**src/serial_bus_pkg.sv**
```systemverilog
// Package holding register map, vector layout and carrier types of the quad serial bus interface
package serial_bus_pkg;

  // ****************************************
  // Address decode
  // ****************************************
  localparam int ADDR_W = 16;            // Bus address width
  localparam int BASE_LO = 5;            // Lowest base-compared address bit
  localparam int BASE_HI = 12;           // Highest base-compared address bit
  localparam int BASE_W = BASE_HI - BASE_LO + 1;
  localparam int CHAN_LO = 3;            // Channel select bits 4:3
  localparam int REG_LO = 1;             // Register select bits 2:1
  localparam logic [2:0] PAGE_TOP = 3'h7; // Address bits 15:13 of the upper peripheral page
  localparam logic [ADDR_W-1:0] CONSOLE_ADDR = 16'hff70; // Console block at octal 177560
  localparam logic [ADDR_W-1:0] CONSOLE_MASK = 16'hfff8; // Four word registers at the console block

  // Register select codes
  localparam logic [1:0] SEL_RX_CTRL = 2'h0;
  localparam logic [1:0] SEL_RX_BUF = 2'h1;
  localparam logic [1:0] SEL_TX_CTRL = 2'h2;
  localparam logic [1:0] SEL_TX_BUF = 2'h3;

  // ****************************************
  // Field positions
  // ****************************************
  localparam int CS_DONE = 7;            // Receiver done
  localparam int CS_IE = 6;              // Receiver interrupt enable
  localparam int CS_ADV = 0;             // Reader advance, write only
  localparam int RB_ERR = 15;            // Error summary
  localparam int RB_OVR = 14;            // Overrun
  localparam int RB_FRM = 13;            // Framing error
  localparam int RB_PAR = 12;            // Parity error

  // ****************************************
  // Vectors
  // ****************************************
  localparam int VEC_W = 9;              // Vector bits 8:0
  localparam int VEC_BASE_LO = 5;        // Base vector bits 8:5
  localparam int VEC_CH_LO = 3;          // Channel bits 4:3
  localparam int VEC_TX_BIT = 2;         // 0 receiver, 1 transmitter
  localparam logic [VEC_W-1:0] CONSOLE_RX_VEC = 9'h030; // Octal 60
  localparam logic [VEC_W-1:0] CONSOLE_TX_VEC = 9'h034; // Octal 64

  localparam int NCHAN = 4;

  // Character handed over by one receive framer
  typedef struct packed {
    logic done;        // One-cycle pulse, character complete
    logic frame_err;   // No valid stop bit
    logic parity_err;  // Parity mismatch
    logic [7:0] data;  // Right-justified data
  } rx_char_t;

  // Per-channel data format straps
  typedef struct packed {
    logic [1:0] bits_sel; // 0..3 gives 5..8 data bits
    logic parity_on;      // Parity checked
  } rx_format_t;

  // Decoded bus access
  typedef struct packed {
    logic hit;
    logic [1:0] chan;
    logic [1:0] sel;
  } decode_t;

endpackage

```
**src/bus_addr_decode.sv**
```systemverilog
// Address decoder mapping a bus address onto a channel and register
`timescale 1ns/1ps
module bus_addr_decode (
  // Address and straps
  input wire logic [serial_bus_pkg::ADDR_W-1:0] addr,
  input wire logic [serial_bus_pkg::BASE_W-1:0] base_addr,
  input wire logic console_mode,
  // Result
  output serial_bus_pkg::decode_t dec
);
  import serial_bus_pkg::*;

  // ****************************************
  // Decode
  // ****************************************
  // Console block checked first so channel 4 moves there cleanly
  always_comb begin
    dec = '0;
    if (console_mode && ((addr & CONSOLE_MASK) == CONSOLE_ADDR)) begin
      dec.hit = 1'b1;
      dec.chan = 2'h3;
      dec.sel = addr[REG_LO+:2];
    end else if ((addr[ADDR_W-1:BASE_HI+1] == PAGE_TOP) && (addr[BASE_HI:BASE_LO] == base_addr)) begin
      // Channel 4 slot is empty in console mode, block shrinks to 12
      if (!(console_mode && (addr[CHAN_LO+:2] == 2'h3))) begin
        dec.hit = 1'b1;
        dec.chan = addr[CHAN_LO+:2];
        dec.sel = addr[REG_LO+:2];
      end
    end
  end

endmodule

```
**src/irq_priority_encoder.sv**
```systemverilog
// Fixed priority encoder over the eight interrupt request lines
`timescale 1ns/1ps
module irq_priority_encoder (
  // Requests, bit 7 highest (ch4 rx) down to bit 0 (ch1 tx)
  input wire logic [7:0] req,
  // Winner
  output logic any,
  output logic [2:0] level
);

  // ****************************************
  // Encode
  // ****************************************
  // Highest set index wins; loop runs upward so last hit sticks
  always_comb begin
    any = |req;
    level = 3'h0;
    for (int i = 0; i < 8; i++) begin
      if (req[i]) begin
        level = 3'(i);
      end
    end
  end

endmodule

```
**src/quad_serial_line_bus_interface.sv**
```systemverilog
// Bus-side register, decode and interrupt logic of the four channel serial line interface
`timescale 1ns/1ps

module quad_serial_line_bus_interface #(
  parameter int NCH = 4 // Channel count, fixed by the decode layout
) (
  // Clock and reset
  input wire logic clock,
  input wire logic rst_n,
  // Bus control, asynchronous to our clock
  input wire logic bus_sync,              // Address phase strobe
  input wire logic bus_din,               // Read data strobe
  input wire logic bus_dout,              // Write data strobe
  input wire logic interrupt_ack_in,      // Interrupt acknowledge daisy chain in
  input wire logic power_good_low,        // Power-good, low when bad
  input wire logic bus_initialize_high,   // Bus initialize
  input wire logic [serial_bus_pkg::ADDR_W-1:0] bus_dal_in,
  // Bus outputs
  output logic [serial_bus_pkg::ADDR_W-1:0] bus_dal_out,
  output logic bus_dal_oe,
  output logic bus_reply,
  output logic bus_irq,
  output logic interrupt_ack_out,
  // Straps
  input wire logic [serial_bus_pkg::BASE_W-1:0] base_addr,
  input wire logic [3:0] base_vector,
  input wire logic console_mode,
  input wire logic reset_from_init,       // 1: master reset follows initialize, 0: power-good
  input wire serial_bus_pkg::rx_format_t [3:0] rx_format,
  // UART side
  input wire serial_bus_pkg::rx_char_t [3:0] rx_char,
  input wire logic [3:0] tx_ready,        // Transmitter ready per channel
  input wire logic [3:0] tx_int_enable,   // Transmitter interrupt enable per channel
  output logic [3:0] reader_advance,      // One-cycle pulse per channel
  output logic uart_master_reset,
  output logic [1:0] access_chan,         // Channel of a transmitter register access
  output logic access_tx_ctrl,            // Transmitter register access decoded
  output logic access_tx_buf
);
  import serial_bus_pkg::*;

  initial begin
    if (NCH != NCHAN) begin
      $error("Channel count must be four");
    end
  end

  // ****************************************
  // Pin synchronisers
  // ****************************************
  localparam int NPIN = 6;
  logic [NPIN-1:0] pin_meta_reg; // First stage, read only by second
  logic [NPIN-1:0] pin_sync_reg; // Second stage
  logic [ADDR_W-1:0] dal_meta_reg;
  logic [ADDR_W-1:0] dal_sync_reg;
  logic sync_s, din_s, dout_s, iack_s, pgood_low_s, init_s;

  // Two flops on every bus line
  always_ff @(posedge clock) begin
    if (!rst_n) begin
      pin_meta_reg <= '0;
      pin_sync_reg <= '0;
      dal_meta_reg <= '0;
      dal_sync_reg <= '0;
    end else begin
      pin_meta_reg <= {bus_sync, bus_din, bus_dout, interrupt_ack_in, power_good_low, bus_initialize_high};
      pin_sync_reg <= pin_meta_reg;
      dal_meta_reg <= bus_dal_in;
      dal_sync_reg <= dal_meta_reg;
    end
  end
  assign {sync_s, din_s, dout_s, iack_s, pgood_low_s, init_s} = pin_sync_reg;

  // ****************************************
  // Master reset select
  // ****************************************
  // Registered so the strap mux never glitches onto the UARTs
  always_ff @(posedge clock) begin
    if (!rst_n) begin
      uart_master_reset <= 1'b1;
    end else begin
      uart_master_reset <= reset_from_init ? init_s : !pgood_low_s;
    end
  end

  // ****************************************
  // Address phase
  // ****************************************
  logic sync_d_reg;               // Previous synced strobe, for edge
  logic [ADDR_W-1:0] addr_reg;    // Address latched at strobe rise
  decode_t dec_now;
  decode_t dec_reg;               // Decode held for the data phase

  bus_addr_decode u_decode (
    .addr(dal_sync_reg),
    .base_addr(base_addr),
    .console_mode(console_mode),
    .dec(dec_now)
  );

  // Latch address and decode on strobe rise, drop the decode when strobe falls
  always_ff @(posedge clock) begin
    if (!rst_n) begin
      sync_d_reg <= 1'b0;
      addr_reg <= '0;
      dec_reg <= '0;
    end else begin
      sync_d_reg <= sync_s;
      if (sync_s && !sync_d_reg) begin
        addr_reg <= dal_sync_reg;
        dec_reg <= dec_now;
      end else if (!sync_s) begin
        dec_reg <= '0;
      end
    end
  end

  // ****************************************
  // Data phase strobes
  // ****************************************
  logic din_d_reg, dout_d_reg;
  logic rd_pulse, wr_pulse;

  always_ff @(posedge clock) begin
    if (!rst_n) begin
      din_d_reg <= 1'b0;
      dout_d_reg <= 1'b0;
    end else begin
      din_d_reg <= din_s;
      dout_d_reg <= dout_s;
    end
  end
  // Read strobe during an acknowledge cycle is the vector read, not a register read
  assign rd_pulse = din_s && !din_d_reg && dec_reg.hit && !iack_s;
  assign wr_pulse = dout_s && !dout_d_reg && dec_reg.hit;

  assign access_chan = dec_reg.chan;
  assign access_tx_ctrl = dec_reg.hit && (dec_reg.sel == SEL_TX_CTRL);
  assign access_tx_buf = dec_reg.hit && (dec_reg.sel == SEL_TX_BUF);

  // ****************************************
  // Receiver registers per channel
  // ****************************************
  logic [3:0] rx_done_reg;
  logic [3:0] rx_ie_reg;
  logic [3:0] ovr_reg, frm_reg, par_reg;
  logic [7:0] rx_data_reg [4];
  logic [3:0] adv_next;

  // Mask of valid data bits for a 5..8 bit character
  function automatic logic [7:0] data_mask(input logic [1:0] bits_sel);
    data_mask = 8'hff >> (2'h3 - bits_sel);
  endfunction

  for (genvar c = 0; c < NCHAN; c++) begin : g_chan
    logic sel_ch;
    logic wr_ctrl, rd_buf;
    assign sel_ch = (dec_reg.chan == 2'(c));
    assign wr_ctrl = wr_pulse && sel_ch && (dec_reg.sel == SEL_RX_CTRL);
    assign rd_buf = rd_pulse && sel_ch && (dec_reg.sel == SEL_RX_BUF);
    assign adv_next[c] = wr_ctrl && dal_sync_reg[CS_ADV];

    // Done: a new character wins over a clear in the same cycle
    always_ff @(posedge clock) begin
      if (!rst_n || init_s) begin
        rx_done_reg[c] <= 1'b0;
      end else if (rx_char[c].done) begin
        rx_done_reg[c] <= 1'b1;
      end else if (adv_next[c] || rd_buf) begin
        rx_done_reg[c] <= 1'b0;
      end
    end

    // Interrupt enable
    always_ff @(posedge clock) begin
      if (!rst_n || init_s) begin
        rx_ie_reg[c] <= 1'b0;
      end else if (wr_ctrl) begin
        rx_ie_reg[c] <= dal_sync_reg[CS_IE];
      end
    end

    // Data and error flags refresh only with a new character
    always_ff @(posedge clock) begin
      if (!rst_n || init_s) begin
        ovr_reg[c] <= 1'b0;
        frm_reg[c] <= 1'b0;
        par_reg[c] <= 1'b0;
        rx_data_reg[c] <= '0;
      end else if (rx_char[c].done) begin
        ovr_reg[c] <= rx_done_reg[c];
        frm_reg[c] <= rx_char[c].frame_err;
        par_reg[c] <= rx_char[c].parity_err && rx_format[c].parity_on;
        rx_data_reg[c] <= rx_char[c].data & data_mask(rx_format[c].bits_sel);
      end
    end
  end

  // Advance pulse lasts one clock
  always_ff @(posedge clock) begin
    if (!rst_n) begin
      reader_advance <= '0;
    end else begin
      reader_advance <= adv_next;
    end
  end

  // ****************************************
  // Interrupt requests and arbitration
  // ****************************************
  logic [7:0] rq_reg;             // Source request lines
  logic [3:0] rx_done_d_reg, tx_ready_d_reg;
  logic [7:0] rq_set;
  logic [7:0] rq_clr;
  logic any_rq;
  logic [2:0] win_level;
  logic [2:0] grant_reg;          // Level latched at acknowledge
  logic ack_d_reg;
  logic ack_rise;

  assign ack_rise = iack_s && !ack_d_reg;

  // Requests: receivers take 7..4, transmitters 3..0, higher channel higher
  for (genvar c = 0; c < NCHAN; c++) begin : g_rq
    assign rq_set[c + NCHAN] = rx_done_reg[c] && !rx_done_d_reg[c] && rx_ie_reg[c];
    assign rq_set[c] = tx_ready[c] && !tx_ready_d_reg[c] && tx_int_enable[c];
  end
  for (genvar i = 0; i < 8; i++) begin : g_clr
    assign rq_clr[i] = ack_rise && any_rq && (win_level == 3'(i));
  end

  // Request line set on rising done or ready, cleared by its acknowledge or loss of enable
  always_ff @(posedge clock) begin
    if (!rst_n || init_s) begin
      rq_reg <= '0;
      rx_done_d_reg <= '0;
      tx_ready_d_reg <= '0;
    end else begin
      rx_done_d_reg <= rx_done_reg;
      tx_ready_d_reg <= tx_ready;
      rq_reg <= ((rq_reg & ~rq_clr) | rq_set) &
                {rx_ie_reg, tx_int_enable};
    end
  end

  irq_priority_encoder u_prio (
    .req(rq_reg),
    .any(any_rq),
    .level(win_level)
  );

  // Latch the winner at acknowledge so the vector stays stable
  always_ff @(posedge clock) begin
    if (!rst_n) begin
      ack_d_reg <= 1'b0;
      grant_reg <= '0;
    end else begin
      ack_d_reg <= iack_s;
      if (ack_rise && any_rq) begin
        grant_reg <= win_level;
      end
    end
  end

  logic granted_reg; // We own the current acknowledge cycle
  always_ff @(posedge clock) begin
    if (!rst_n) begin
      granted_reg <= 1'b0;
    end else if (ack_rise) begin
      granted_reg <= any_rq;
    end else if (!iack_s) begin
      granted_reg <= 1'b0;
    end
  end

  // Request out; acknowledge passed on when we have nothing pending
  always_ff @(posedge clock) begin
    if (!rst_n) begin
      bus_irq <= 1'b0;
      interrupt_ack_out <= 1'b0;
    end else begin
      bus_irq <= any_rq;
      interrupt_ack_out <= iack_s && !granted_reg && !(ack_rise && any_rq);
    end
  end

  // ****************************************
  // Vector build
  // ****************************************
  function automatic logic [VEC_W-1:0] make_vector(input logic [2:0] lvl, input logic [3:0] base,
                                                   input logic console);
    logic is_tx;
    logic [1:0] ch;
    is_tx = !lvl[2];
    ch = lvl[1:0];
    if (console && ch == 2'h3) begin
      make_vector = is_tx ? CONSOLE_TX_VEC : CONSOLE_RX_VEC;
    end else begin
      make_vector = '0;
      make_vector[VEC_BASE_LO+:4] = base;
      make_vector[VEC_CH_LO+:2] = ch;
      make_vector[VEC_TX_BIT] = is_tx;
    end
  endfunction

  // ****************************************
  // Read data and reply
  // ****************************************
  logic [ADDR_W-1:0] rd_word;
  logic [1:0] rc;
  assign rc = dec_reg.chan;

  always_comb begin
    rd_word = '0;
    if (dec_reg.sel == SEL_RX_CTRL) begin
      rd_word[CS_DONE] = rx_done_reg[rc];
      rd_word[CS_IE] = rx_ie_reg[rc];
    end else if (dec_reg.sel == SEL_RX_BUF) begin
      rd_word[RB_ERR] = ovr_reg[rc] | frm_reg[rc] | par_reg[rc];
      rd_word[RB_OVR] = ovr_reg[rc];
      rd_word[RB_FRM] = frm_reg[rc];
      rd_word[RB_PAR] = par_reg[rc];
      rd_word[7:0] = rx_data_reg[rc];
    end
  end

  // Drive data on a register read or a granted vector cycle; reply with it
  always_ff @(posedge clock) begin
    if (!rst_n) begin
      bus_dal_out <= '0;
      bus_dal_oe <= 1'b0;
      bus_reply <= 1'b0;
    end else if (granted_reg && din_s) begin
      bus_dal_out <= ADDR_W'(make_vector(grant_reg, base_vector, console_mode));
      bus_dal_oe <= 1'b1;
      bus_reply <= 1'b1;
    end else if (dec_reg.hit && din_s && !iack_s) begin
      bus_dal_out <= rd_word;
      bus_dal_oe <= 1'b1;
      bus_reply <= 1'b1;
    end else begin
      bus_dal_out <= '0;
      bus_dal_oe <= 1'b0;
      bus_reply <= dec_reg.hit && dout_s;
    end
  end

endmodule

```
**config.mk**
```make
export PLATFORM = sky130hd
export DESIGN_NAME = quad_serial_line_bus_interface
export DESIGN_NICKNAME = d
export VERILOG_FILES = /design/src/serial_bus_pkg.sv /design/src/bus_addr_decode.sv /design/src/irq_priority_encoder.sv /design/src/quad_serial_line_bus_interface.sv
export SDC_FILE = /design/constraint.sdc
export NUM_CORES = 1
export LEC_CHECK = 0
export BUFFER_PORTS_ARGS = -buffer_cell sky130_fd_sc_hd__buf_2
export CAP_MARGIN = 20
export CORE_MARGIN = 2
export CORE_UTILIZATION = 47
export CTS_CLUSTER_SIZE = 16
export DETAILED_ROUTE_END_ITERATION = 12
export PLACE_DENSITY = 0.71
export SLEW_MARGIN = 10
export SYNTH_ARGS = -nofsm -noshare
export SYNTH_HDL_FRONTEND = slang
export SYNTH_SLANG_ARGS = --single-unit
```
**constraint.sdc**
```tcl
create_clock -name clock -period 3.2 [get_ports clock]
set_input_delay 0.64 -clock clock [delete_from_list [all_inputs] [get_ports clock]]
set_output_delay 0.64 -clock clock [all_outputs]
set_load 0.02 [all_outputs]
```
==> After elaboration in Yosys (flattened, before gate mapping) <==
Memory sizes are Yosys's and may differ from the RTL's. A register that Yosys moved wholly into a read port is not among the register bits.
Cells that the tools add are included.
{ "word_totals": {"register_bits": 118, "latch_bits": 0, "mem_bits_rw": 32, "rom_bits": 0, "inputBits": 102, "output_inout_bits": 29, "elab_cells": 257, "n_memories": 1} }
{ "memory_table": {"columns": ["memory", "words", "width", "rd", "rd_clocked_by_memory_dff", "wr", "line_no", "rtl"], "rows": [
  ["rx_data_reg", 4, 8, 1, 1, 4, "quad_serial_line_bus_interface.sv:147", "logic [7:0] rx_data_reg [4];"]
]} }
{ "op_classes": {"n_addsub": 4, "mul": 0, "div_mod_pow": 0, "magnitude_cmp": 1, "eq_ne": 20, "n_shift": 4, "mux": 64, "n_bitwise": 17, "reduce_logical": 101} }
{ "op_table": {"columns": ["cell", "n"], "rows": [
  ["$logic_and A1 B1 Y1", 68],
  ["$and A8 B8 Y8", 6],
  ["$mux W8", 6],
  ["$mux W1", 35],
  ["$shr A8 B2 Y8 const A", 4],
  ["$mux W5", 5],
  ["$logic_not A1 Y1", 18],
  ["$mux W9", 2],
  ["$eq A3 B3 Y1 const B", 5],
  ["$mux W3", 5],
  ["$eq A13 B13 Y1 const B", 1],
  ["$eq A2 B2 Y1 const B", 6],
  ["$bmux W1 S2", 5],
  ["$mux W2", 5],
  ["$eq A8 B8 Y1", 1],
  ["$not A8 Y8", 1],
  ["$or A8 B8 Y8", 1],
  ["$reduce_bool A2 Y1", 4],
  ["$reduce_or A8 Y1", 1],
  ["$sub A2 B2 Y2 const A", 4],
  ["$eq A3 B2 Y1 const B", 2],
  ["$mux W6", 1],
  ["$or A1 B1 Y1", 6],
  ["$logic_or A1 B1 Y1", 5],
  ["9 further kinds", 14]
]} }

==> Longest topological paths before layout <==
{ "logic_depth": {"word_depth": 13, "ltp_mapped": 6, "depth_no_buf": 5} }

==> Modules after synthesis <==
Synthesis repeated with hierarchy kept, for this count alone.
{ "hier_totals": {"cells_unflattened": 513, "area_unflattened_um2": 5647.9} }
{ "modules_own_cells": {"columns": ["module", "n_inst", "cells_each", "area_each_um2", "seq_area_each_um2"], "rows": [
  ["quad_serial_line_bus_interface", 1, 477, 5406.4, 3303.2],
  ["bus_addr_decode", 1, 24, 175.2, 0.0],
  ["irq_priority_encoder", 1, 12, 66.3, 0.0]
]} }

==> Least setup slack after synthesis <==
OpenSTA, ideal clock, no wires.
{ "synth_timing": {"kind": "in2reg", "start": "input console_mode", "end": "register with a tool-made name", "setup_ns": 0.077, "arrival_ns": 1.485, "required_ns": 3.123, "path_slack_ns": 1.637, "cell_stages": 5, "n_path_buf": 0, "cell_sequence": "nand4b_1 > or4_4 > o31ai_4 > nand3b_1 > a21oi_1"} }
{ "synth_rtl": {"columns": ["item", "line_no", "rtl"], "rows": [
  ["start: declaration", "quad_serial_line_bus_interface.sv:27", "input wire logic console_mode,"]
]} }

==> Worst setup path in the final report <==
{ "layout_timing": {"start": "register dec_reg, in the netlist access_chan[0]", "end": "output access_chan[0]"} }
{ "layout_rtl": {"columns": ["item", "line_no", "rtl"], "rows": [
  ["start: declaration", "quad_serial_line_bus_interface.sv:92", "decode_t dec_reg;"],
  ["start signal: assignment", "quad_serial_line_bus_interface.sv:111", "dec_reg <= dec_now;"],
  ["end: declaration", "quad_serial_line_bus_interface.sv:36", "output logic [1:0] access_chan,"]
]} }
No word-level cell between the ends.

==> results.py <==
metrics = {
    "clock_tree": {
        "cts_max_level": 4,
        "postCtsSetupRepairBufs": 0,
        "clkSlewWorstSetupHoldPaths_ns": 0.06,
        "numCtsBuffers": 17,
        "cts_num_sinks": 149,
        "clk_path_buf_depth": 2,
        "hold_buffers": 0,
        "cts_resized": 0,
        "clockRootBuffer": "clkbuf_16",
        "cts_tree": "done",
        "clock_latency_ns": 0.41,
    },
    "critical_path": {
        "slowest_delay_ns": 0.73,
        "crit_family": "flip-flops",
        "worstPathRequired_ns": 2.56,
        "r2r_end": "bus_dal_out[7]",
        "crit_buf_inv": 1,
        "cp_slowest_cell": "dfxtp_1",
        "crit_chain": "buf_2",
        "rr_worst_depth": 3,
        "worstPathArrival_ns": 1.42,
        "crit_cells": 1,
        "startpoint": "access_chan[0]",
        "crit_end": "access_chan[0]",
        "cp-end-kind": "primary output",
        "worstSetupPathType": "flop to primary output",
        "reg2reg_slack_ns": 1.41,
        "start_kind": "flop",
        "cp_max_fo": 13,
    },
    "synthesis": {
        "synth_edf_count": 32,
        "netlist_area_sq_um": 5560,
        "ys_seq_area_frac": 0.595,
        "ys_ff_latch": 149,
        "syn_avg_cell_area_sq_um": 11.2,
        "yosys_warnings": 0,
        "synth_top_area_share": 0.422,
        "synth_area_leaders": "dfxtp_1 (42%), edfxtp_1 (17%), and2_1 (6.5%), mux4_2 (5.3%), and3_1 (2.9%)",
        "synth_cell_types": 48,
        "synth_area_leader_cell": "dfxtp_1",
        "synth_most_common_cell": "dfxtp_1",
        "synth-async-reset-ratio": 0,
        "synthCells": 496,
        "synth_common_cells": "dfxtp_1 (117), and2_1 (58), nor2_1 (34)",
        "synthFlopType": "dfxtp_1",
    },
    "pwr": {
        "peakVddDrop_mv": 0.316,
        "leakagePower_nw": 2.99,
        "p_per_area_nw_per_um2": 609,
        "design_power_total_mw": 4.18,
    },
    "final_layout": {
        "nets": 722,
        "antenna_cells": 0,
        "drive_above_1_share": 0.289,
        "area_growth_pct": 23.4,
        "stdcell_area_sq_um": 6860,
        "largest_reg_flops": 32,
        "fillers": 935,
        "finish.utilization": 0.598,
    },
    "sta": {
        "finalHoldViolations": 0,
        "whs_ns": 0.429,
        "min_period_over_period": 0.645,
        "period_needed_ns": 2.06,
        "fin_skew_ns": 0.00874,
        "fin_tns_setup_ns": 0,
        "setup_viol_count_final": 0,
        "worst_slew_margin_rel": 0.551,
        "max_freq_mhz": 485,
        "finalMaxSlewViolations": 0,
        "worst_pin_slew_ns": 0.674,
        "grt_setup_unrepaired": "false",
    },
    "grt": {
        "grt_pass1_wl_um": 19700,
        "antenna_found_initial": 0,
        "overflow": 0,
        "grt_max_degree": 35,
        "first_global_vias": 4015,
        "grt_usage": 0.200,
    },
    "die": {
        "ios": 131,
        "core-area_sq_um": 11500,
        "die_x_um": 113,
        "start_util": 0.484,
        "fp.dieArea_sq_um": 12700,
        "fp.dieH_um": 113,
        "rows": 39,
    },
    "placement": {
        "gp_congestion": 0.800,
        "placed_area_sq_um": 6270,
        "port_buffers": 127,
        "dpl.hpwl_um": 8910,
    },
    "routing": {
        "ant_nets": 0,
        "dr.pass1.iters": 4,
        "via_count": 3943,
        "initialDrtViolationCount": 230,
        "via_per_inst": 5.08,
        "drc_errors": 0,
        "wl_per_cell_um": 15.5,
        "wirelength_um": 12100,
    },
    "hold_path": {
        "hold_class": "flop to flop",
    },
    "job": {
        "maxCapViolCount": 0,
    },
    "run_status": {
        "outcome": "completed",
    },
}
## kinds of logic (layout without fill, tap and decap cells)
group,Yosys count,count (layout),share of synthesized area
mux,28,28,0.0797
other cells,1,3,0.000675
compound gates,55,55,0.0624
xor+xnor,8,8,0.0126
flops,149,149,0.595
simple gates,215,215,0.219
buf+inv,40,175,0.0313
## routing by layer
| metal | vias up | share of wire | routed length (um) | global-route usage |
|---|---|---|---|---|
| met5 | - | 0 | 0 | 0 |
| met4 | 0 | 0.012 | 140 | 0.0683 |
| met3 | 16 | 0.070 | 840 | 0.0568 |
| met2 | 131 | 0.48 | 5750 | 0.323 |
| met1 | 1845 | 0.44 | 5340 | 0.262 |
| li1 | 1951 | - | - | - |
## where the power goes
part           internal (mW)  switching [mW]  total [mW]
Clock                   1.19           0.712        1.90
Combinational          0.119           0.118       0.237
Sequential              2.00          0.0360        2.04
Total                   3.31           0.866        4.18
## cell type report
cell class	count	area [sq um]	area share
flip-flops and latches	149	3300	0.482
clock buffers	24	513	0.0748
inverters	13	48.8	0.00712
clock inverters	8	68.8	0.0100
repair buffers	130	658	0.0960
multi-input cells	309	2090	0.304
well taps	143	179	0.0261
## placed cells by master (no fill, tap or decap), types with 3 or more instances in the layout
cell and count:
nand2b_1 18, edfxtp_1 32, inv_1 13, nand2_1 33
o21ai_0 14, clkbuf_16 18, conb_1 3, mux2i_1 15
nor2b_1 13, clkbuf_8 4, o21ai_1 5, buf_4 3
xnor2_1 8, nor2_1 34, mux4_2 13, and3_1 26
nand3_1 9, a21oi_1 18, clkinv_2 5, buf_2 127
dfxtp_1 117, nand3b_1 4, and2_1 58, nor3_1 6
a32oi_1 3
## worst min path at each step
| stage | cells after the start | start | slack (ns) | to |
|---|---|---|---|---|
| global route | 2 | bus_dal_in[13] | 0.43 | dal_meta_reg[13] |
| detailed placement | 1 | dal_meta_reg[6] | 0.42 | dal_sync_reg[6] |
| global placement | 1 | dal_meta_reg[9] | 0.42 | dal_sync_reg[9] |
| floorplan | 1 | dal_meta_reg[0] | 0.41 | dal_sync_reg[0] |
| finish | 1 | dal_meta_reg[6] | 0.43 | dal_sync_reg[6] |
| CTS | 2 | bus_dal_in[11] | 0.42 | dal_meta_reg[11] |
## metrics by stage
step	instances	setup slack [ns]
after floorplan	498	1.64
after global routing	776	1.00
after global placement	744	0.927
after detailed placement	744	0.819
final	776	1.14
after CTS	776	1.07
Power figures use the tool's default switching activity.
